[config.mk]
export PLATFORM = sky130hd
export DESIGN_NAME = config_option_decoder
export DESIGN_NICKNAME = d
export VERILOG_FILES = /design/src/common/cfg_opt_pkg.sv /design/src/hdl/option_byte_store.sv /design/src/hdl/access_guard.sv /design/src/hdl/config_option_decoder.sv
export SDC_FILE = /design/constraint.sdc
export NUM_CORES = 1
export LEC_CHECK = 0
export BUFFER_PORTS_ARGS = -buffer_cell sky130_fd_sc_hd__buf_2
export CAP_MARGIN = 20
export CORE_MARGIN = 2
export CORE_UTILIZATION = 45
export DETAILED_ROUTE_END_ITERATION = 16
export GPL_TIMING_DRIVEN = 0
export PLACE_DENSITY = 0.79
export SLEW_MARGIN = 20
export SYNTH_ARGS = -nofsm -noshare
export SYNTH_HDL_FRONTEND = slang
export SYNTH_SLANG_ARGS = --single-unit
[constraint.sdc]
create_clock -name core_clk -period 2 [get_ports core_clk]
set_input_delay 0.2 -clock core_clk [delete_from_list [all_inputs] [get_ports core_clk]]
set_output_delay 0.2 -clock core_clk [all_outputs]
set_load 0.02 [all_outputs]
[src/common/cfg_opt_pkg.sv]
package cfg_opt_pkg;

  // Addresses of the two option bytes in the flash space
  localparam logic [15:0] PWR_OPT_ADDR = 16'hfb00;
  localparam logic [15:0] SEC_OPT_ADDR = 16'hfb01;

  // Field positions in the power-up option byte
  localparam int WDT_CLK_BIT = 7;
  localparam int PORT_MODE_BIT = 6;
  localparam int PORT_LVL_BIT = 5;
  localparam int BOD_EN_BIT = 3;
  localparam int CLK_FILT_BIT = 2;
  localparam int OSC_HI_BIT = 1;
  localparam int OSC_LO_BIT = 0;

  // Field positions in the security option byte
  localparam int PROG_LOCK_BIT = 7;
  localparam int DATA_LOCK_BIT = 6;
  localparam int RC_FREQ_BIT = 5;
  localparam int BOV_HI_BIT = 4;
  localparam int BOV_LO_BIT = 3;
  localparam int MOVC_INH_BIT = 1;

  // Holding register contents before the load (erased flash)
  localparam logic [7:0] PWR_OPT_RST = 8'hff;
  localparam logic [7:0] SEC_OPT_RST = 8'hff;

  // Oscillator type field codes
  localparam logic [1:0] OSC_CODE_XTAL = 2'h0;
  localparam logic [1:0] OSC_CODE_IRC = 2'h1;
  localparam logic [1:0] OSC_CODE_RSVD = 2'h2;
  localparam logic [1:0] OSC_CODE_EXT = 2'h3;

  // Programmer operation and area codes
  localparam logic [1:0] PROG_OP_READ = 2'h0;
  localparam logic [1:0] PROG_OP_WRITE = 2'h1;
  localparam logic [1:0] PROG_OP_ERASE = 2'h2;
  localparam logic [1:0] PROG_OP_BANK_ERASE = 2'h3;
  localparam logic [1:0] PROG_AREA_CODE = 2'h0;
  localparam logic [1:0] PROG_AREA_DATA = 2'h1;
  localparam logic [1:0] PROG_AREA_OPTION = 2'h2;

  typedef enum logic [1:0] {
    OSC_XTAL,
    OSC_IRC,
    OSC_EXT
  } osc_sel_t;

  typedef enum logic [1:0] {
    BOV_2V6,
    BOV_3V8,
    BOV_4V5
  } bov_sel_t;

endpackage : cfg_opt_pkg

[src/hdl/option_byte_store.sv]
`timescale 1ns/100ps
`default_nettype none
module option_byte_store (
  input wire logic core_clk, // System clock
  input wire logic nrst, // Async reset, active low
  input wire logic ce, // Clock enable
  input wire logic wr_en, // Load strobe from the loader
  input wire logic wr_sel, // 0 power-up byte, 1 security byte
  input wire logic [7:0] wr_data, // Byte fetched from flash
  input wire logic rd_en, // Read strobe
  input wire logic rd_sel, // Byte selected for reading
  output logic [7:0] rd_data, // Registered read data
  output logic [7:0] pwr_byte, // Held power-up byte
  output logic [7:0] sec_byte // Held security byte
);

  logic [7:0] mem_r [2];

  // Two holding words, written only by the power-up loader
  genvar g;
  generate
    for (g = 0; g < 2; g++)
    begin : g_word
      always_ff @(posedge core_clk or negedge nrst)
      begin
        if (!nrst)
          mem_r[g] <= (g == 0) ? cfg_opt_pkg::PWR_OPT_RST
                               : cfg_opt_pkg::SEC_OPT_RST;
        else if (ce && wr_en && (wr_sel == 1'(g)))
          mem_r[g] <= wr_data;
      end
    end
  endgenerate

  // Read data registered so the read path has no flash-like glitches
  always_ff @(posedge core_clk or negedge nrst)
  begin
    if (!nrst)
      rd_data <= 8'h00;
    else if (ce && rd_en)
      rd_data <= mem_r[rd_sel];
  end

  assign pwr_byte = mem_r[0];
  assign sec_byte = mem_r[1];

endmodule : option_byte_store
`default_nettype wire

[src/hdl/access_guard.sv]
`timescale 1ns/100ps
`default_nettype none
module access_guard (
  input wire logic cfg_valid, // Option bytes loaded
  input wire logic program_area_lock, // 0 locks program flash
  input wire logic data_area_lock, // 0 locks data flash
  input wire logic table_read_inhibit, // 0 restricts external table reads
  input wire logic prog_req, // Programmer request
  input wire logic [1:0] prog_op, // Requested operation
  input wire logic [1:0] prog_area, // Targeted area
  output logic prog_grant, // Request may proceed
  output logic prog_refuse, // Request is refused
  input wire logic movc_req, // Table read request
  input wire logic movc_exec_ext, // Reader runs from external memory
  input wire logic movc_target_int, // Target lies in internal code
  output logic movc_allow, // Table read may go ahead
  output logic movc_block // Table read blocked from internal code
);

  logic ok;
  logic unlocked;
  logic code_only_locked;

  assign unlocked = program_area_lock && data_area_lock;
  assign code_only_locked = !program_area_lock && data_area_lock;

  // Programmer permission; nothing is granted until the bytes are loaded
  always_comb
  begin
    ok = 1'b0;
    if (unlocked)
      ok = 1'b1;
    else if (code_only_locked)
    begin
      // Data area stays usable; code, option bytes, bank erase refused
      ok = (prog_area == cfg_opt_pkg::PROG_AREA_DATA) &&
           (prog_op != cfg_opt_pkg::PROG_OP_BANK_ERASE);
    end
    else
      ok = 1'b0; // Full lock, and unsupported 1/0 treated as full lock
    prog_grant = prog_req && cfg_valid && ok;
    prog_refuse = prog_req && !(cfg_valid && ok);
  end

  // Table read guard; internal execution is refused only before cfg_valid
  always_comb
  begin
    movc_block = movc_req && movc_exec_ext && movc_target_int &&
                 !table_read_inhibit;
    movc_allow = movc_req && cfg_valid && !movc_block;
  end

endmodule : access_guard
`default_nettype wire

[src/hdl/config_option_decoder.sv]
// Overview of operation
// Option bytes fixed at power-up, program cannot change
// Power byte bit 7 picks watchdog clock
// Bit 6 picks open-drain or quasi port reset
// Bit 5 sets port pin level during reset
// Programmer sets level bit for external execution
// Bit 3 enables brownout detect, bit 4 reserved
// Bit 2 enables the input clock filter
// Bits 1-0 select crystal, RC or external clock
// Security bit 5 selects RC frequency, default high
// Program lock 0 hides code and option bytes
// Data lock 0 hides data and option bytes
// Both unlocked open; code-only lock keeps data
// Both locked hides all; 1/0 unsupported
// Programmer sets locks only after verify
// Brownout level field: 1x 2.6V, 01 3.8V, 00 4.5V
// Inhibit 0 blocks external table reads internally
// Internal table reads always reach everything; the code allows them only once cfg_valid is high
// Inhibit 1 places no table read restriction
// Ports reset high come out quasi-bidirectional
// Load both bytes before releasing core reset
`timescale 1ns/100ps
`default_nettype none
module config_option_decoder #(
  parameter int ADDR_W = 16 // Flash address width
) (
  input wire logic core_clk, // System clock, 125 MHz
  input wire logic nrst, // Power-on reset, async, active low
  input wire logic ce, // Clock enable, freezes all state
  // Flash read port used by the power-up loader
  output logic nvm_rd_req, // Read request, held until valid
  output logic [ADDR_W-1:0] nvm_rd_addr, // Option byte address
  input wire logic nvm_rd_valid, // Read data valid pulse
  input wire logic [7:0] nvm_rd_data, // Read data
  output logic core_rst_hold, // Holds the core in reset
  output logic cfg_valid, // Decoded controls are valid
  // Running program access to the option byte addresses
  input wire logic cpu_rd_en, // Core read strobe
  input wire logic cpu_wr_en, // Core write strobe
  input wire logic [ADDR_W-1:0] cpu_addr, // Core address
  output logic [7:0] cpu_rd_data, // Option byte read data
  output logic cpu_rd_hit, // Read addressed an option byte
  output logic cpu_wr_blocked, // Write to option byte ignored
  // Decoded controls
  output logic watchdog_clock_source_sel, // 1 system clock, 0 slow RC
  output logic port_reset_mode_sel, // 1 quasi, 0 open drain
  output logic port_reset_level_sel, // 1 pins high in reset
  output logic port_reset_quasi, // Ports leave reset quasi
  output logic brownout_detect_enable, // Brownout detector on
  output logic input_clock_filter_ctl, // Clock filter on
  output logic osc_type_sel_hi, // Raw oscillator field bit 1
  output logic osc_type_sel_lo, // Raw oscillator field bit 0
  output cfg_opt_pkg::osc_sel_t osc_sel, // Decoded oscillator
  output logic osc_type_reserved, // Reserved code was read
  output logic osc_output_pin_oe, // Output pin driven by oscillator
  output logic internal_rc_freq_sel, // 1 upper RC frequency
  output logic [1:0] brownout_level_sel, // Raw brownout level field
  output cfg_opt_pkg::bov_sel_t bov_sel, // Decoded brownout level
  output logic program_area_lock, // 0 program area locked
  output logic data_area_lock, // 0 data area locked
  output logic table_read_inhibit, // 0 external table reads restricted
  // External programmer request
  input wire logic prog_req, // Programmer request
  input wire logic [1:0] prog_op, // Operation code
  input wire logic [1:0] prog_area, // Area code
  output logic prog_grant, // Request allowed
  output logic prog_refuse, // Request refused
  // Table read guard
  input wire logic movc_req, // Table read request
  input wire logic movc_exec_ext, // Executing from external memory
  input wire logic movc_target_int, // Target in internal code
  output logic movc_allow, // Table read allowed
  output logic movc_block // Table read blocked
);

  // One pass per power-up
  typedef enum logic [2:0] {
    LD_PWR_REQ,
    LD_SEC_REQ,
    LD_DONE
  } load_state_t;

  // Loader and decode state
  load_state_t state_r;
  load_state_t state_nxt;
  logic st_wr_en;
  logic st_wr_sel;
  logic cpu_hit_nxt;
  logic cpu_sel;

  logic [7:0] pwr_byte;
  logic [7:0] sec_byte;
  logic [7:0] pwr_dec;
  logic [7:0] sec_dec;

  logic cfg_valid_r;
  logic loaded;
  logic cpu_rd_hit_r;
  logic cpu_wr_blocked_r;
  logic osc_rsvd_r;
  cfg_opt_pkg::osc_sel_t osc_sel_r;
  cfg_opt_pkg::bov_sel_t bov_sel_r;
  logic [1:0] osc_code;
  logic [1:0] bov_code;

  // Loader sequence: power-up byte, then security byte, then done
  always_comb
  begin
    state_nxt = state_r;
    st_wr_en = 1'b0;
    st_wr_sel = 1'b0;
    case (state_r)
      LD_PWR_REQ:
      begin
        if (nvm_rd_valid)
        begin
          st_wr_en = 1'b1;
          st_wr_sel = 1'b0;
          state_nxt = LD_SEC_REQ;
        end
      end
      LD_SEC_REQ:
      begin
        if (nvm_rd_valid)
        begin
          st_wr_en = 1'b1;
          st_wr_sel = 1'b1;
          state_nxt = LD_DONE;
        end
      end
      LD_DONE:
        state_nxt = LD_DONE; // Only a new power-up reloads
      default:
        state_nxt = LD_PWR_REQ;
    endcase
  end

  // Loader state; leaves LD_DONE only through nrst
  always_ff @(posedge core_clk or negedge nrst)
  begin
    if (!nrst)
      state_r <= LD_PWR_REQ;
    else if (ce)
      state_r <= state_nxt;
  end

  // Flash request is a level tied to the loader state
  assign nvm_rd_req = (state_r != LD_DONE);
  // Steps only on a taken byte
  assign nvm_rd_addr = (state_r == LD_SEC_REQ)
                       ? ADDR_W'(cfg_opt_pkg::SEC_OPT_ADDR)
                       : ADDR_W'(cfg_opt_pkg::PWR_OPT_ADDR);

  // Fields live once both bytes are held
  assign loaded = (state_r == LD_DONE);

  // Core freed an edge later, after the registered
  // decodes caught up; no cycle on erased values
  always_ff @(posedge core_clk or negedge nrst)
  begin
    if (!nrst)
      cfg_valid_r <= 1'b0;
    else if (ce && loaded)
      cfg_valid_r <= 1'b1;
  end

  // Hold is the inverse of valid
  assign cfg_valid = cfg_valid_r;
  assign core_rst_hold = !cfg_valid_r; // Core runs only with settled options

  // Address decode for core accesses; option bytes are read-only
  // Reads wait for the valid flag
  always_comb
  begin
    cpu_sel = (cpu_addr == ADDR_W'(cfg_opt_pkg::SEC_OPT_ADDR));
    cpu_hit_nxt = (cpu_addr == ADDR_W'(cfg_opt_pkg::PWR_OPT_ADDR)) ||
                  cpu_sel;
  end

  // Loader is the only writer
  option_byte_store u_store (
    .core_clk(core_clk),
    .nrst(nrst),
    .ce(ce),
    .wr_en(st_wr_en),
    .wr_sel(st_wr_sel),
    .wr_data(nvm_rd_data),
    .rd_en(cpu_rd_en && cpu_hit_nxt && cfg_valid_r),
    .rd_sel(cpu_sel),
    .rd_data(cpu_rd_data),
    .pwr_byte(pwr_byte),
    .sec_byte(sec_byte)
  );

  // Read hit flag lines up with the registered read data
  // Misses leave rd_data as is
  always_ff @(posedge core_clk or negedge nrst)
  begin
    if (!nrst)
      cpu_rd_hit_r <= 1'b0;
    else if (ce)
      cpu_rd_hit_r <= cpu_rd_en && cpu_hit_nxt && cfg_valid_r;
  end

  // Writes from the program never reach the holding words
  // Flag only; no write path
  always_ff @(posedge core_clk or negedge nrst)
  begin
    if (!nrst)
      cpu_wr_blocked_r <= 1'b0;
    else if (ce)
      cpu_wr_blocked_r <= cpu_wr_en && cpu_hit_nxt;
  end

  assign cpu_rd_hit = cpu_rd_hit_r;
  assign cpu_wr_blocked = cpu_wr_blocked_r;

  // Before the load completes the power-up byte shows the erased pattern and
  // the security byte reads all zeros, which keeps locks and filters in their safest state
  always_comb
  begin
    pwr_dec = loaded ? pwr_byte : cfg_opt_pkg::PWR_OPT_RST;
    sec_dec = loaded ? sec_byte : 8'h00; // Locked until loaded
  end

  // Power-up option byte fields
  assign watchdog_clock_source_sel =
    pwr_dec[cfg_opt_pkg::WDT_CLK_BIT];
  // Port reset behaviour
  assign port_reset_mode_sel = pwr_dec[cfg_opt_pkg::PORT_MODE_BIT];
  assign port_reset_level_sel = pwr_dec[cfg_opt_pkg::PORT_LVL_BIT];
  // High reset level forces quasi so pins only source weak current
  assign port_reset_quasi = port_reset_mode_sel ||
                            port_reset_level_sel;
  assign brownout_detect_enable = pwr_dec[cfg_opt_pkg::BOD_EN_BIT];
  assign input_clock_filter_ctl = pwr_dec[cfg_opt_pkg::CLK_FILT_BIT];
  assign osc_type_sel_hi = pwr_dec[cfg_opt_pkg::OSC_HI_BIT];
  assign osc_type_sel_lo = pwr_dec[cfg_opt_pkg::OSC_LO_BIT];
  assign osc_code = {osc_type_sel_hi, osc_type_sel_lo};

  // Security option byte fields
  assign internal_rc_freq_sel = sec_dec[cfg_opt_pkg::RC_FREQ_BIT];
  assign brownout_level_sel = {sec_dec[cfg_opt_pkg::BOV_HI_BIT],
                               sec_dec[cfg_opt_pkg::BOV_LO_BIT]};
  assign bov_code = brownout_level_sel;
  // Locks are active low
  assign program_area_lock = sec_dec[cfg_opt_pkg::PROG_LOCK_BIT];
  assign data_area_lock = sec_dec[cfg_opt_pkg::DATA_LOCK_BIT];
  assign table_read_inhibit = sec_dec[cfg_opt_pkg::MOVC_INH_BIT];

  // Oscillator decode registered; reserved code falls back to crystal
  // Frozen while ce is low
  always_ff @(posedge core_clk or negedge nrst)
  begin
    if (!nrst)
    begin
      osc_sel_r <= cfg_opt_pkg::OSC_XTAL;
      osc_rsvd_r <= 1'b0;
    end
    else if (ce)
    begin
      case (osc_code)
        cfg_opt_pkg::OSC_CODE_XTAL:
        begin
          osc_sel_r <= cfg_opt_pkg::OSC_XTAL;
          osc_rsvd_r <= 1'b0;
        end
        cfg_opt_pkg::OSC_CODE_IRC:
        begin
          osc_sel_r <= cfg_opt_pkg::OSC_IRC;
          osc_rsvd_r <= 1'b0;
        end
        cfg_opt_pkg::OSC_CODE_EXT:
        begin
          osc_sel_r <= cfg_opt_pkg::OSC_EXT;
          osc_rsvd_r <= 1'b0;
        end
        // Reserved: crystal, flagged
        cfg_opt_pkg::OSC_CODE_RSVD:
        begin
          osc_sel_r <= cfg_opt_pkg::OSC_XTAL;
          osc_rsvd_r <= loaded;
        end
        default:
        begin
          osc_sel_r <= cfg_opt_pkg::OSC_XTAL;
          osc_rsvd_r <= 1'b0;
        end
      endcase
    end
  end

  assign osc_sel = osc_sel_r;
  // Flags a misprogrammed byte
  assign osc_type_reserved = osc_rsvd_r;
  // Output pin floats with an external clock, driven otherwise
  // Registered, so glitch-free
  assign osc_output_pin_oe = (osc_sel_r != cfg_opt_pkg::OSC_EXT);

  // Brownout level decode, upper bit dominates
  // Detector sees one clean step
  always_ff @(posedge core_clk or negedge nrst)
  begin
    if (!nrst)
      bov_sel_r <= cfg_opt_pkg::BOV_2V6;
    else if (ce)
    begin
      case (bov_code)
        2'h2, 2'h3:
          bov_sel_r <= cfg_opt_pkg::BOV_2V6;
        2'h1:
          bov_sel_r <= cfg_opt_pkg::BOV_3V8;
        2'h0:
          bov_sel_r <= cfg_opt_pkg::BOV_4V5;
        default:
          bov_sel_r <= cfg_opt_pkg::BOV_2V6;
      endcase
    end
  end

  assign bov_sel = bov_sel_r;

  // Lock and table-read enforcement
  // Early requests are refused
  access_guard u_guard (
    .cfg_valid(cfg_valid_r),
    .program_area_lock(program_area_lock),
    .data_area_lock(data_area_lock),
    .table_read_inhibit(table_read_inhibit),
    .prog_req(prog_req),
    .prog_op(prog_op),
    .prog_area(prog_area),
    .prog_grant(prog_grant),
    .prog_refuse(prog_refuse),
    .movc_req(movc_req),
    .movc_exec_ext(movc_exec_ext),
    .movc_target_int(movc_target_int),
    .movc_allow(movc_allow),
    .movc_block(movc_block)
  );

endmodule : config_option_decoder
`default_nettype wire

# Word-level counts from Yosys, hierarchy flattened
# Index checks and enable logic that the tools add are counted.
# W data, S select, Z words.
[totals]
input_bits = 38
register_bits = 35
out_inout_bits = 53
elab_cells = 81
[op_classes]
bitwise = 2
n_lt_le_gt_ge = 1
n_eq_ne = 16
n_reduce_logical = 35
n_mux = 17
[op_table]
columns = ["op", "count"]
rows = [
  ["$mux W8", 5],
  ["$eq A16 B16 Y1 const B", 2],
  ["$logic_and A1 B1 Y1", 20],
  ["$pmux W2 S3", 2],
  ["$pmux W3 S3", 1],
  ["$eq A2 B2 Y1 const B", 4],
  ["$ne A2 B2 Y1 const B", 4],
  ["$eq A2 B1 Y1 const B", 3],
  ["$mux W1", 6],
  ["$mux W3", 2],
  ["$reduce_or A2 Y1", 3],
  ["$logic_not A1 Y1", 5],
  ["$logic_not A2 Y1", 2],
  ["$eq A3 B1 Y1 const B", 1],
  ["$eq A3 B2 Y1 const B", 1],
  ["$logic_not A3 Y1", 1],
  ["$ne A3 B2 Y1 const B", 1],
  ["$reduce_and A3 Y1", 1],
  ["$reduce_or A3 Y1", 1],
  ["$ge A2 B2 Y1 const B", 1],
  ["$logic_or A1 B1 Y1", 2],
  ["$not A1 Y2", 1],
  ["$pmux W1 S2", 1],
  ["$not A1 Y1", 1],
]

# Depth between registers and ports, before layout
# Gate-level depths: netlist (run 1).
[depth]
ltp_word = 9
ltp_mapped = 5
ltp_nobuf = 5

# Modules after synthesis
# Synthesis (run 1) repeated with hierarchy kept, for this count alone.
[hier_totals]
cells_unflattened = 172
hier_area_um2 = 1838.0
[modules_own_cells]
columns = ["mod", "cells_each", "seq_area_each_um2", "area_each_um2", "n_inst"]
rows = [
  ["option_byte_store", 71, 620.6, 1032.2, 1],
  ["config_option_decoder", 92, 250.2, 755.7, 1],
  ["access_guard", 9, 0.0, 50.0, 1],
]

# Worst setup path after synthesis (run 1)
# OpenSTA, ideal clock, no wires.
[synth_timing]
path_type = "input-to-reg"
startpoint = "input cpu_addr[1]"
endpoint = "register u_store.rd_data[0]"
t_required_ns = 1.875
arrival_ns = 1.674
slack_ns = 0.201
stages = 5
n_path_buf = 1
setup_time_ns = 0.125
path_cell_list = "or4_4 nor4_2 and4_1 buf_6 mux2_4"
[synth_via]
elab_chain_cells = 5
elab_cells_between_ends = 10
cone_classes = "eq/ne: 2; mux: 3; bitwise: 1; reduce/logical: 4"
[synth_lines]
columns = ["element", "line_no", "text"]
rows = [
  ["start: declaration", "config_option_decoder.sv:40", "input wire logic [ADDR_W-1:0] cpu_addr,"],
  ["$eq A16 B16 Y1 (on tied branches)", "config_option_decoder.sv:175, config_option_decoder.sv:176", ""],
  ["$not A1 Y2 (not written as such) / $logic_or A1 B1 Y1 (equally long branches)", "option_byte_store.sv:41, config_option_decoder.sv:176", ""],
  ["$mux W8 (not written as such) / $logic_and A1 B1 Y1 (equally long branches) (2 in a row)", "option_byte_store.sv:41, config_option_decoder.sv:188", ""],
  ["$mux W8 (not written as such) / $logic_and A1 B1 Y1 (equally long branches)", "option_byte_store.sv:41, option_byte_store.sv:40", ""],
  ["end signal: assignment", "option_byte_store.sv:41", "rd_data <= mem_r[rd_sel];"],
  ["end: declaration", "option_byte_store.sv:12", "output logic [7:0] rd_data,"],
]
# Parallel ways exist; a longest one is shown, timed or not. The select of a mux whose other input is x is not followed.
# A chain may end at the register's enable or synchronous reset.

# Worst setup path after layout (run 1)
[layout_timing]
startpoint = "register state_r[0]"
endpoint = "output prog_grant"
[layout_via]
elab_chain_cells = 7
elab_cells_between_ends = 8
cone_classes = "eq/ne: 1; mux: 3; reduce/logical: 4"
[layout_lines]
columns = ["element", "line_no", "text"]
rows = [
  ["start: declaration", "config_option_decoder.sv:84", "load_state_t state_r;"],
  ["start signal: assignment", "config_option_decoder.sv:144", "state_r <= state_nxt;"],
  ["$eq A3 B2 Y1 (*)", "config_option_decoder.sv:155", "assign loaded = (state_r == LD_DONE);"],
  ["$mux W8 (*)", "config_option_decoder.sv:223", "sec_dec = loaded ? sec_byte : 8'h00;"],
  ["$logic_not A1 Y1", "access_guard.sv:25", "assign code_only_locked = !program_area_lock && data_area_lock;"],
  ["$logic_and A1 B1 Y1", "access_guard.sv:25", ""],
  ["$mux W1", "access_guard.sv:33", "else if (code_only_locked)"],
  ["$mux W1 (*)", "access_guard.sv:31", "if (unlocked)"],
  ["$logic_and A1 B1 Y1 (*)", "access_guard.sv:41", "prog_grant = prog_req && cfg_valid && ok;"],
  ["end: declaration", "config_option_decoder.sv:66", "output logic prog_grant,"],
]
# Mark *: on every way between the ends. The rest lies on a longest branch, timed or not.

==> results.txt, run 1 <==
Max incr delay on CP = 0.38 ns
Total gr overflow = 0
Peak supply drop = 717 uV
Synth Area in XOR/XNOR = 0%
Cells after synthesis = 149
TritonCTS clock tree = built
Post-route cell area = 2400 sq um
GPL Wtd Cong = 0.731
Port bufs = 74
Die H = 67.5 um
Most used cell along the critical path = and2_1
Largest family of logic cells by synthesized area = multiplexers
Worst-path clk slew = 0.07 ns
Critical Path Sink = prog_grant
Crit path max-delay cell type = dfrtp_1
Simple-gate share of the synthesized area = 12.3%
Routed len/inst = 12.6 um
Hold Path Class = in2reg
Crit path DAT = 1.69 ns
Power Density = 1210 nW/um^2
Netlist Area Pre-Place = 1820 sq um
Worst-path cell chain = inv_1 > ha_2 > and2_1 > o211a_1 > and2_1 > buf_2
Sequential-to-total area share from yosys stat = 48.0%
Most frequent cells in the layout = 75 x buf_2, 26 x mux2_2, 18 x dfrtp_1, 16 x dfstp_2
Worst skew pair latency = 0.28 ns
Core ar. = 3940 sq um
Overall routing resource usage = 17.3%
Status = finished, final reports clean
RR Endpoint = u_store.pwr_byte[3]
GR met1 Demand/Resource = 21.4%
Bufs on Longest Clock Path = 2
I/O pin total = 91
CTS sink count = 34
Worst Setup SP = state_r[0]
Synth Area in Compound Gates = 4.55%
Fin. max-slew vios = 0
Layout area overhead = 32.3%
Row cnt = 23
Clock period minus worst slack = 1.89 ns
Worst setup EP type = output port
Most Crowded Layer GR = met2
Via density = 4.62
Final nets = 286
Routed WL = 3730 um
Register bit total from synthesis = 34
DP HPWL = 2830 um
Vias post-DR = 1363
Total power = 0.00292 W
Critical path type = reg2out
DRT antenna net count = 0
Worst slack, placed = -0.00402 ns
Initial antenna violation count = 0
Lkg Pwr = 1.25 nW
Startpoint Class = flop
Most common cell after layout, fill and taps aside = buf_2
Post-Synth Adder-Cell Area = 2.76%
Max-Cap Viols = 0
Die ar. = 4560 sq um
Vias in the first global route = 1319
Initial Util = 46.0%
RSZ-0062 raised after global routing = no
Die Span X = 67.5 um
Clk root buf = clkbuf_8
Fill count = 336
ANT cells = 0
Post-CTS setup repair buffer count = 0
Post-synthesis cell type count = 31
Final worst setup slack = 0.110 ns
Synth warn = 0
Met3 Resource Use GR = 4.50%
Final hold vios = 0
GR Util met2 = 29.0%
Reg2reg path depth = 4
First drt pass iteration count = 2
Critical Path Fanout Max = 7
F_max = 529 MHz
Flop2flop setup slack = 0.29 ns
Post-route clock skew = 0.00847 ns
H-tree depth = 2
Share of cells above drive strength 1 = 62.0%
Req. time, crit path = 1.80 ns
Crit share post-route = 94.5%
First DRT Iteration DRCs = 31
DRC Markers = 0
Worst-Margin Slew = 0.729 ns
Post-synthesis mux area share = 22.7%
Relative slew margins = 51.4%
Final setup vio count = 0
First-pass GRT wire length = 5880 um
CTS Buf Count = 5
RR Startpoint = state_r[1]
Mean Syn Cell Area = 12.2 sq um
Pin count of the biggest net entering global routing = 35
Placed Area = 2300 sq um
[kinds of logic (layout without fill, tap and decap cells)]
| logic type | after synthesis | after routing |
|---|---|---|
| flip-flops | 34 | 34 |
| other | 2 | 15 |
| buffers and inverters | 28 | 111 |
| multiplexers | 34 | 34 |
| AND/OR/NAND/NOR | 35 | 35 |
| AO/OA/AOI/OAI | 12 | 12 |
| adder cells (fa/ha/maj) | 4 | 4 |
[how the worst min path moves through the flow]
| stage | end | slack [ns] | cells past startpoint | startpoint |
|---|---|---|---|---|
| 6_report | cpu_wr_blocked | 0.16 | 3 | cpu_wr_en |
| 5_1_grt | u_store.pwr_byte[1] | 0.16 | 2 | nvm_rd_data[1] |
| 4_1_cts | u_store.sec_byte[1] | 0.16 | 2 | nvm_rd_data[1] |
| 3_5_place_dp | u_store.rd_data[2] | 0.30 | 1 | nrst |
| 3_3_place_gp | u_store.rd_data[2] | 0.31 | 1 | nrst |
| 2_1_floorplan | bov_sel[0] | -0.1 | 0 | nrst |
[cell usage after synthesis, drive strengths merged]
cell type | n | area (sq um)
a211oi | 1 | 7.51
a21o | 1 | 7.51
a22o | 1 | 8.76
and2 | 7 | 43.8
and4 | 1 | 8.76
buf | 17 | 128
clkbuf | 2 | 7.51
conb | 2 | 7.51
dfrtp | 18 | 450
dfstp | 16 | 420
ha | 4 | 50.1
inv | 9 | 33.8
mux2 | 34 | 413
nand2 | 2 | 7.51
nand2b | 8 | 50.1
nand3 | 5 | 25.0
nand4b | 3 | 26.3
nor2 | 4 | 15.0
nor2b | 1 | 6.26
nor4 | 1 | 12.5
o211a | 1 | 10.0
o211ai | 1 | 7.51
o21a | 1 | 7.51
o21ai | 5 | 25.0
o2bb2ai | 1 | 8.76
or2 | 1 | 6.26
or4 | 1 | 11.3
or4b | 1 | 10.0
[layout make-up]
class	count	area [sq um]	share of cell area (%)
buffer	19	136	5.68
clock buffer	7	86.3	3.59
clock inverter	1	5.00	0.208
inverter	9	33.8	1.41
multi-input combinational	100	827	34.4
sequential	34	871	36.3
tap	50	62.6	2.60
timing repair buffer	75	380	15.8
[stage by stage]
stage          util [%]  setup TNS [ns]  hold WS [ns]  instances
2_1_floorplan         -               0       -0.0956        162
4_1_cts            60.9               0         0.157        295
5_1_grt            60.9               0         0.159        295
3_3_place_gp       58.3         -0.0619         0.307        286
3_5_place_dp       58.3        -0.00945         0.296        286
6_report           60.9               0         0.155        295
[critical path: cells and delay by family (launching register included)]
kind | cells | cell delay [ns]
adders and majority gates | 1 | 0.23
AOI/OAI and AO/OA | 1 | 0.23
buffers and inverters | 2 | 0.24
and+or+nand+nor | 2 | 0.31
DFF | 1 | 0.38
[power breakdown]
group | switching [W] | total, W | internal, W
combinational | 0.000662 | 0.00122 | 0.000558
sequential | 0.000154 | 0.00118 | 0.00103
clock | 0.000238 | 0.000515 | 0.000277
total | 0.00105 | 0.00292 | 0.00186
[sequential cells by signal, summed over array words and instances (netlist names)]
register           cells
bov_sel                2
cfg_valid              1
cpu_rd_hit             1
cpu_wr_blocked         1
u_store.pwr_byte       8
state_r                2
osc_type_reserved      1
u_store.rd_data        8
u_store.sec_byte       8
osc_sel                2
[layer usage]
layer  up-vias  routed length [um]
li1        670                   -
met1       640                1650
met2        45                1810
met3         8                 217
met4         0                  58
met5         -                   0
[what timing repair did]
| item | 4_1_cts | 5_1_grt |
|---|---|---|
| endpoints found under the hold margin | 15 | 0 |
| endpoints found under the setup margin | 3 | 3 |
| resized for setup | 1 | 2 |
| hold buffers | 1 | 0 |
Power figures use the tool's default switching activity.
==> run 2, diff against run 1 <==
PLACE_DENSITY = unset   (was 0.79)
PLACE_DENSITY_LB_ADDON = 0.15   (was unset)
==> results.txt, run 2 (synthesized netlist as in run 1, its figures left out) <==
Status = finished, final reports clean
Post-CTS setup repair buffer count = 0 (unchanged)
Worst skew pair latency = 0.28 ns (about the same)
Comb power frac = 40.2% (-1.6 points)
Core ar. = 3940 sq um (unchanged)
F_max = 539 MHz (+1.8%)
Die H = 67.5 um (unchanged)
Worst Setup SP = state_r[0]
Share of cells above drive strength 1 = 62.0% (unchanged)
First DRT Iteration DRCs = 26 (-16%)
Bufs on Longest Clock Path = 2 (unchanged)
Worst slack, placed = -0.0228 ns (-0.0188 ns)
Final nets = 286 (unchanged)
First-pass GRT wire length = 5750 um (-2.1%)
Crit path DAT = 1.66 ns (-0.03 ns)
Crit path buffers/inverters = 2 (unchanged)
Routed len/inst = 12.6 um (-0.43%)
Final hold vios = 0 (unchanged)
Max incr delay on CP = 0.36 ns (-0.02 ns)
Most Crowded Layer GR = met2
RSZ-0062 raised after global routing = no
Die Span X = 67.5 um (unchanged)
Worst-path clk slew = 0.07 ns (about the same)
Largest delay share family, worst path = flip-flops
Startpoint Class = flop
Most common cell after layout, fill and taps aside = buf_2
Clock network power share = 21.1% (+3.4 points)
Relative slew margins = 50.8% (-0.60 points)
Initial antenna violation count = 0 (unchanged)
Vias in the first global route = 1279 (-3.0%)
Critical path type = reg2out
Final worst setup slack = 0.144 ns (+0.0337 ns)
Row cnt = 23 (unchanged)
Most frequent cells in the layout = 74 x buf_2, 26 x mux2_2, 18 x dfrtp_1, 16 x dfstp_2
CTS Buf Count = 5 (unchanged)
DRC Markers = 0 (unchanged)
WHS = 0.162 ns (+0.00720 ns)
Sw frac = 34.4% (-1.7 points)
Clock period minus worst slack = 1.86 ns (-0.0337 ns)
Fin. max-slew vios = 0 (unchanged)
Worst setup EP type = output port
Flop2flop setup slack = 0.30 ns (about the same)
Worst-path cell chain = inv_1 > ha_2 > and2_1 > o211a_1 > and2_1 > buf_2
Port bufs = 74 (unchanged)
Critical Path Fanout Max = 7 (unchanged)
Max-Cap Viols = 0 (unchanged)
Hold Path Class = in2reg
Via density = 4.52 (-2.3%)
Clk root buf = clkbuf_8
Post-route cell area = 2430 sq um (+1.1%)
Vias post-DR = 1332 (-2.3%)
Critical Path Sink = prog_grant
Overall routing resource usage = 17.5% (+0.17 points)
GR met1 Demand/Resource = 20.0% (-1.4 points)
CTS sink count = 34 (unchanged)
DRT antenna net count = 0 (unchanged)
Met3 Resource Use GR = 6.17% (+1.7 points)
Most used cell along the critical path = and2_1
Switch Pwr = 0.00105 W (-0.58%)
ANT cells = 0 (unchanged)
Placed Cells = 286 (unchanged)
Internal cell power = 0.00200 W (+7.2%)
Crit share post-route = 92.8% (-1.7 points)
Routed WL = 3710 um (-0.43%)
Flop pwr share = 38.6% (-1.9 points)
Initial Util = 46.0% (unchanged)
GR Util met2 = 30.4% (+1.3 points)
First drt pass iteration count = 4 (+2)
Final setup vio count = 0 (unchanged)
Peak supply drop = 916 uV (+28%)
Power Density = 1250 nW/um^2 (+3.2%)
TritonCTS clock tree = built
Total gr overflow = 0 (unchanged)
Layout area overhead = 33.8%
DP HPWL = 2770 um (-2.2%)
RR Startpoint = state_r[1]
Lkg Pwr = 1.26 nW (+0.83%)
GPL Wtd Cong = 0.752 (+2.9%)
Die ar. = 4560 sq um (unchanged)
Req. time, crit path = 1.80 ns (about the same)
I/O pin total = 91 (unchanged)
Crit path max-delay cell type = dfrtp_1
Total number of cells along the worst setup path = 6 (unchanged)
Worst-Margin Slew = 0.739 ns (+0.00907 ns)
Post-route clock skew = 0.00796 ns (-0.000511 ns)
Reg2reg path depth = 4 (unchanged)
Placed Area = 2300 sq um (unchanged)
Non-filler instance count after layout = 295 (unchanged)
Pin count of the biggest net entering global routing = 35 (unchanged)
H-tree depth = 2 (unchanged)
RR Endpoint = u_store.pwr_byte[3]
## run 2: cell count changes in the layout (fill, tap and decap cells not counted), sizes merged
cell,change
buf,-1
clkinv,-1
bufinv,+1
clkbuf,+1
## run 2: worst min path at each step
stage	startpoint	to	slack, ns	cells after the start
after detailed placement	nrst	cpu_rd_hit	0.30	1
after floorplan	nrst	bov_sel[0]	-0.1	0
after CTS	cpu_wr_en	cpu_wr_blocked	0.15	3
after global placement	nrst	bov_sel[0]	0.31	1
after global routing	nvm_rd_data[4]	u_store.sec_byte[4]	0.15	2
final	cpu_wr_en	cpu_wr_blocked	0.16	3
## run 2: area by class of cell
class / instances / area, sq um
Fill cell: 343 / 1510
Sequential cell: 34 / 871
Multi-Input combinational cell: 100 / 827
Timing Repair Buffer: 75 / 380
Buffer: 19 / 139
Clock buffer: 7 / 86.3
Tap cell: 50 / 62.6
Inverter: 9 / 33.8
Clock inverter: 1 / 30.0
## run 2: per-layer routing
layer	vias up	routed length, um
met5	-	0
met4	0	19
met3	2	248
met2	47	1880
met1	612	1560
li1	671	-
## run 2: timing repair
item / 4_1_cts / 5_1_grt
hold buffers: 1 / 0
setup endpoints to repair: 5 / 5
gates resized for setup: 1 / 3
endpoints found under the hold margin: 7 / 0
## run 2: power by group through the flow
stage	clock network (W)	registers [W]	logic, W
detailed placement	0	0.00119	0.00122
finish	0.000643	0.00118	0.00122
CTS	0.000662	0.00117	0.00123
global route	0.000702	0.00122	0.00136
floorplan	0	0.00119	0.000831
global placement	0	0.00118	0.00121
## run 2: worst register-to-register path, stage by stage (launching register included)
cell,delay (ns)
dfrtp_1,0.37
inv_1,0.09
ha_1,0.23
nand4b_1,0.50
mux2_2,0.44
## run 2: stage by stage
| stage | util, % | setup TNS (ns) | total power (W) |
|---|---|---|---|
| 6_report | 61.6 | 0 | 0.00304 |
| 5_1_grt | 61.6 | 0 | 0.00328 |
| 4_1_cts | 61.5 | 0 | 0.00307 |
| 3_5_place_dp | 58.3 | -0.150 | 0.00240 |
| 3_3_place_gp | 58.3 | -0.0767 | 0.00239 |
| 2_1_floorplan | - | 0 | 0.00202 |
==> run 3, diff against run 2 <==
CORE_UTILIZATION = 49   (was 45)
clock period = 2.4 ns   (was 2 ns; I/O delays follow)
==> results.txt, run 3 (synthesized netlist as in run 1, its figures left out) <==
Status = finished, final reports clean
Share of cells above drive strength 1 = 61.9% (-0.16 points)
Power Density = 1080 nW/um^2 (-14%)
GPL Wtd Cong = 0.718 (-4.6%)
WHS = 0.00744 ns (-0.155 ns)
Startpoint Class = flop
Clk root buf = clkbuf_8
Pin count of the biggest net entering global routing = 35 (unchanged)
Peak supply drop = 801 uV (-13%)
First DRT Iteration DRCs = 25 (-3.8%)
Hold Path Class = in2async
First drt pass iteration count = 4 (unchanged)
CTS resizes = 0 (-1)
Critical Path Fanout Max = 10 (+3)
Total power = 0.00264 W (-13%)
Placed Area = 2290 sq um (-0.11%)
Bufs on Longest Clock Path = 2 (unchanged)
Routed WL = 3680 um (-0.92%)
Row cnt = 22 (-4.3%)
Die ar. = 4210 sq um (-7.7%)
Worst setup EP type = output port
I/O pin total = 91 (unchanged)
Fin. max-slew vios = 0 (unchanged)
Crit share post-route = 89.7%
Total number of cells along the worst setup path = 5 (-1)
Most frequent cells in the layout = 74 x buf_2, 26 x mux2_2, 18 x dfrtp_1, 16 x dfstp_2
DRT antenna net count = 0 (unchanged)
Initial antenna violation count = 0 (unchanged)
H-tree depth = 2 (unchanged)
Initial Util = 50.3% (+4.3 points)
Fill count = 320 (-6.7%)
TritonCTS clock tree = built
Final nets = 285 (-0.35%)
Post-route clock skew = 0.00535 ns (-0.00261 ns)
Flop2flop setup slack = 0.68 ns (+0.38 ns)
Post-CTS setup repair buffer count = 0 (unchanged)
Max-Cap Viols = 0 (unchanged)
Crit path buffers/inverters = 3 (+1)
Worst-path clk slew = 0.07 ns (about the same)
Vias post-DR = 1340 (+0.60%)
Worst-path cell chain = inv_1 > ha_1 > clkbuf_1 > and2_1 > buf_2
Post-route cell area = 2440 sq um (+0.31%)
Total gr overflow = 0 (unchanged)
Reg2reg path depth = 4 (unchanged)
DP HPWL = 2750 um (-0.66%)
Worst skew pair latency = 0.28 ns (about the same)
Vias in the first global route = 1312 (+2.6%)
Req. time, crit path = 2.16 ns (+0.36 ns)
Crit path DAT = 1.91 ns (+0.25 ns)
Die Span X = 64.9 um (-3.9%)
Final hold vios = 0 (unchanged)
Die H = 64.9 um (-3.9%)
Crit path max-delay cell type = clkbuf_1
Relative slew margins = 52.0% (+1.2 points)
Via density = 4.59 (+1.6%)
F_max = 464 MHz
Storage cell area = 871 sq um (unchanged)
Routed len/inst = 12.6 um (+0.10%)
Layout area overhead = 34.3%
Total Neg Setup Slack = 0 ns (unchanged)
Port bufs = 74 (unchanged)
ANT cells = 0 (unchanged)
DRC Markers = 0 (unchanged)
Overall routing resource usage = 18.8% (+1.3 points)
Most common cell after layout, fill and taps aside = buf_2
Final setup vio count = 0 (unchanged)
Worst-Margin Slew = 0.720 ns (-0.0184 ns)
CTS sink count = 34 (unchanged)
Cts hold-fix bufs = 0 (-1)
CTS Buf Count = 5 (unchanged)
Critical path type = reg2out
RSZ-0062 raised after global routing = no
First-pass GRT wire length = 5990 um (+4.1%)
Largest delay share family, worst path = buffers and inverters
Multi-input gate area = 825 sq um (-0.30%)
Max incr delay on CP = 0.45 ns (+0.09 ns)
Lkg Pwr = 1.27 nW (+0.53%)
Clock period minus worst slack = 2.15 ns
Core ar. = 3610 sq um (-8.5%)
==> run 3: changes by cell type in the layout (fill, tap and decap cells not counted) <==
cell,before,now
ha_2,1,0
ha_1,3,4
bufinv_16,1,2
clkbuf_4,1,0
dlygate4sd3_1,1,0
==> run 3: per-stage QoR <==
| stage | cells | utilization, % | setup slack [ns] |
|---|---|---|---|
| final | 292 | 67.6 | 0.247 |
| after global placement | 284 | 63.6 | 0.358 |
| after floorplan | 162 | - | 0.561 |
| after CTS | 292 | 67.6 | 0.244 |
| after detailed placement | 284 | 63.6 | 0.340 |
| after global routing | 292 | 67.6 | 0.140 |
==> run 3: worst paths after layout <==
path,start,end
setup / recovery,state_r[0],brownout_level_sel[0]
hold / removal,nrst,cpu_wr_blocked
setup reg to reg,state_r[1],u_store.pwr_byte[6]
hold reg to reg,bov_sel[1],bov_sel[1]
max in group asynchronous,nrst,u_store.rd_data[0]
min in group core_clk,cpu_wr_en,cpu_wr_blocked
==> run 3: where the power goes <==
group | switching (W) | internal [W] | total (W) | leakage, nW
clock network | 0.000205 | 0.000443 | 0.000648 | 0.0714
registers | 0.000121 | 0.000855 | 0.000976 | 0.403
logic | 0.000557 | 0.000458 | 0.00102 | 0.793
==> run 3: area by class of cell <==
type	instances	area share [%]
buffer	19	5.54
clock buffer	6	3.39
clock inverter	2	2.46
inverter	9	1.39
multi-input combinational	100	33.8
sequential	34	35.7
tap	48	2.46
timing repair buffer	74	15.2
==> run 3: per-layer routing <==
metal,global-route usage [%],share of wire (%),up-vias
met3,5.56,6.5,2
met5,0,0,-
met2,31.1,47,46
met1,24.0,46,628
li1,-,-,664
met4,4.79,0.63,0
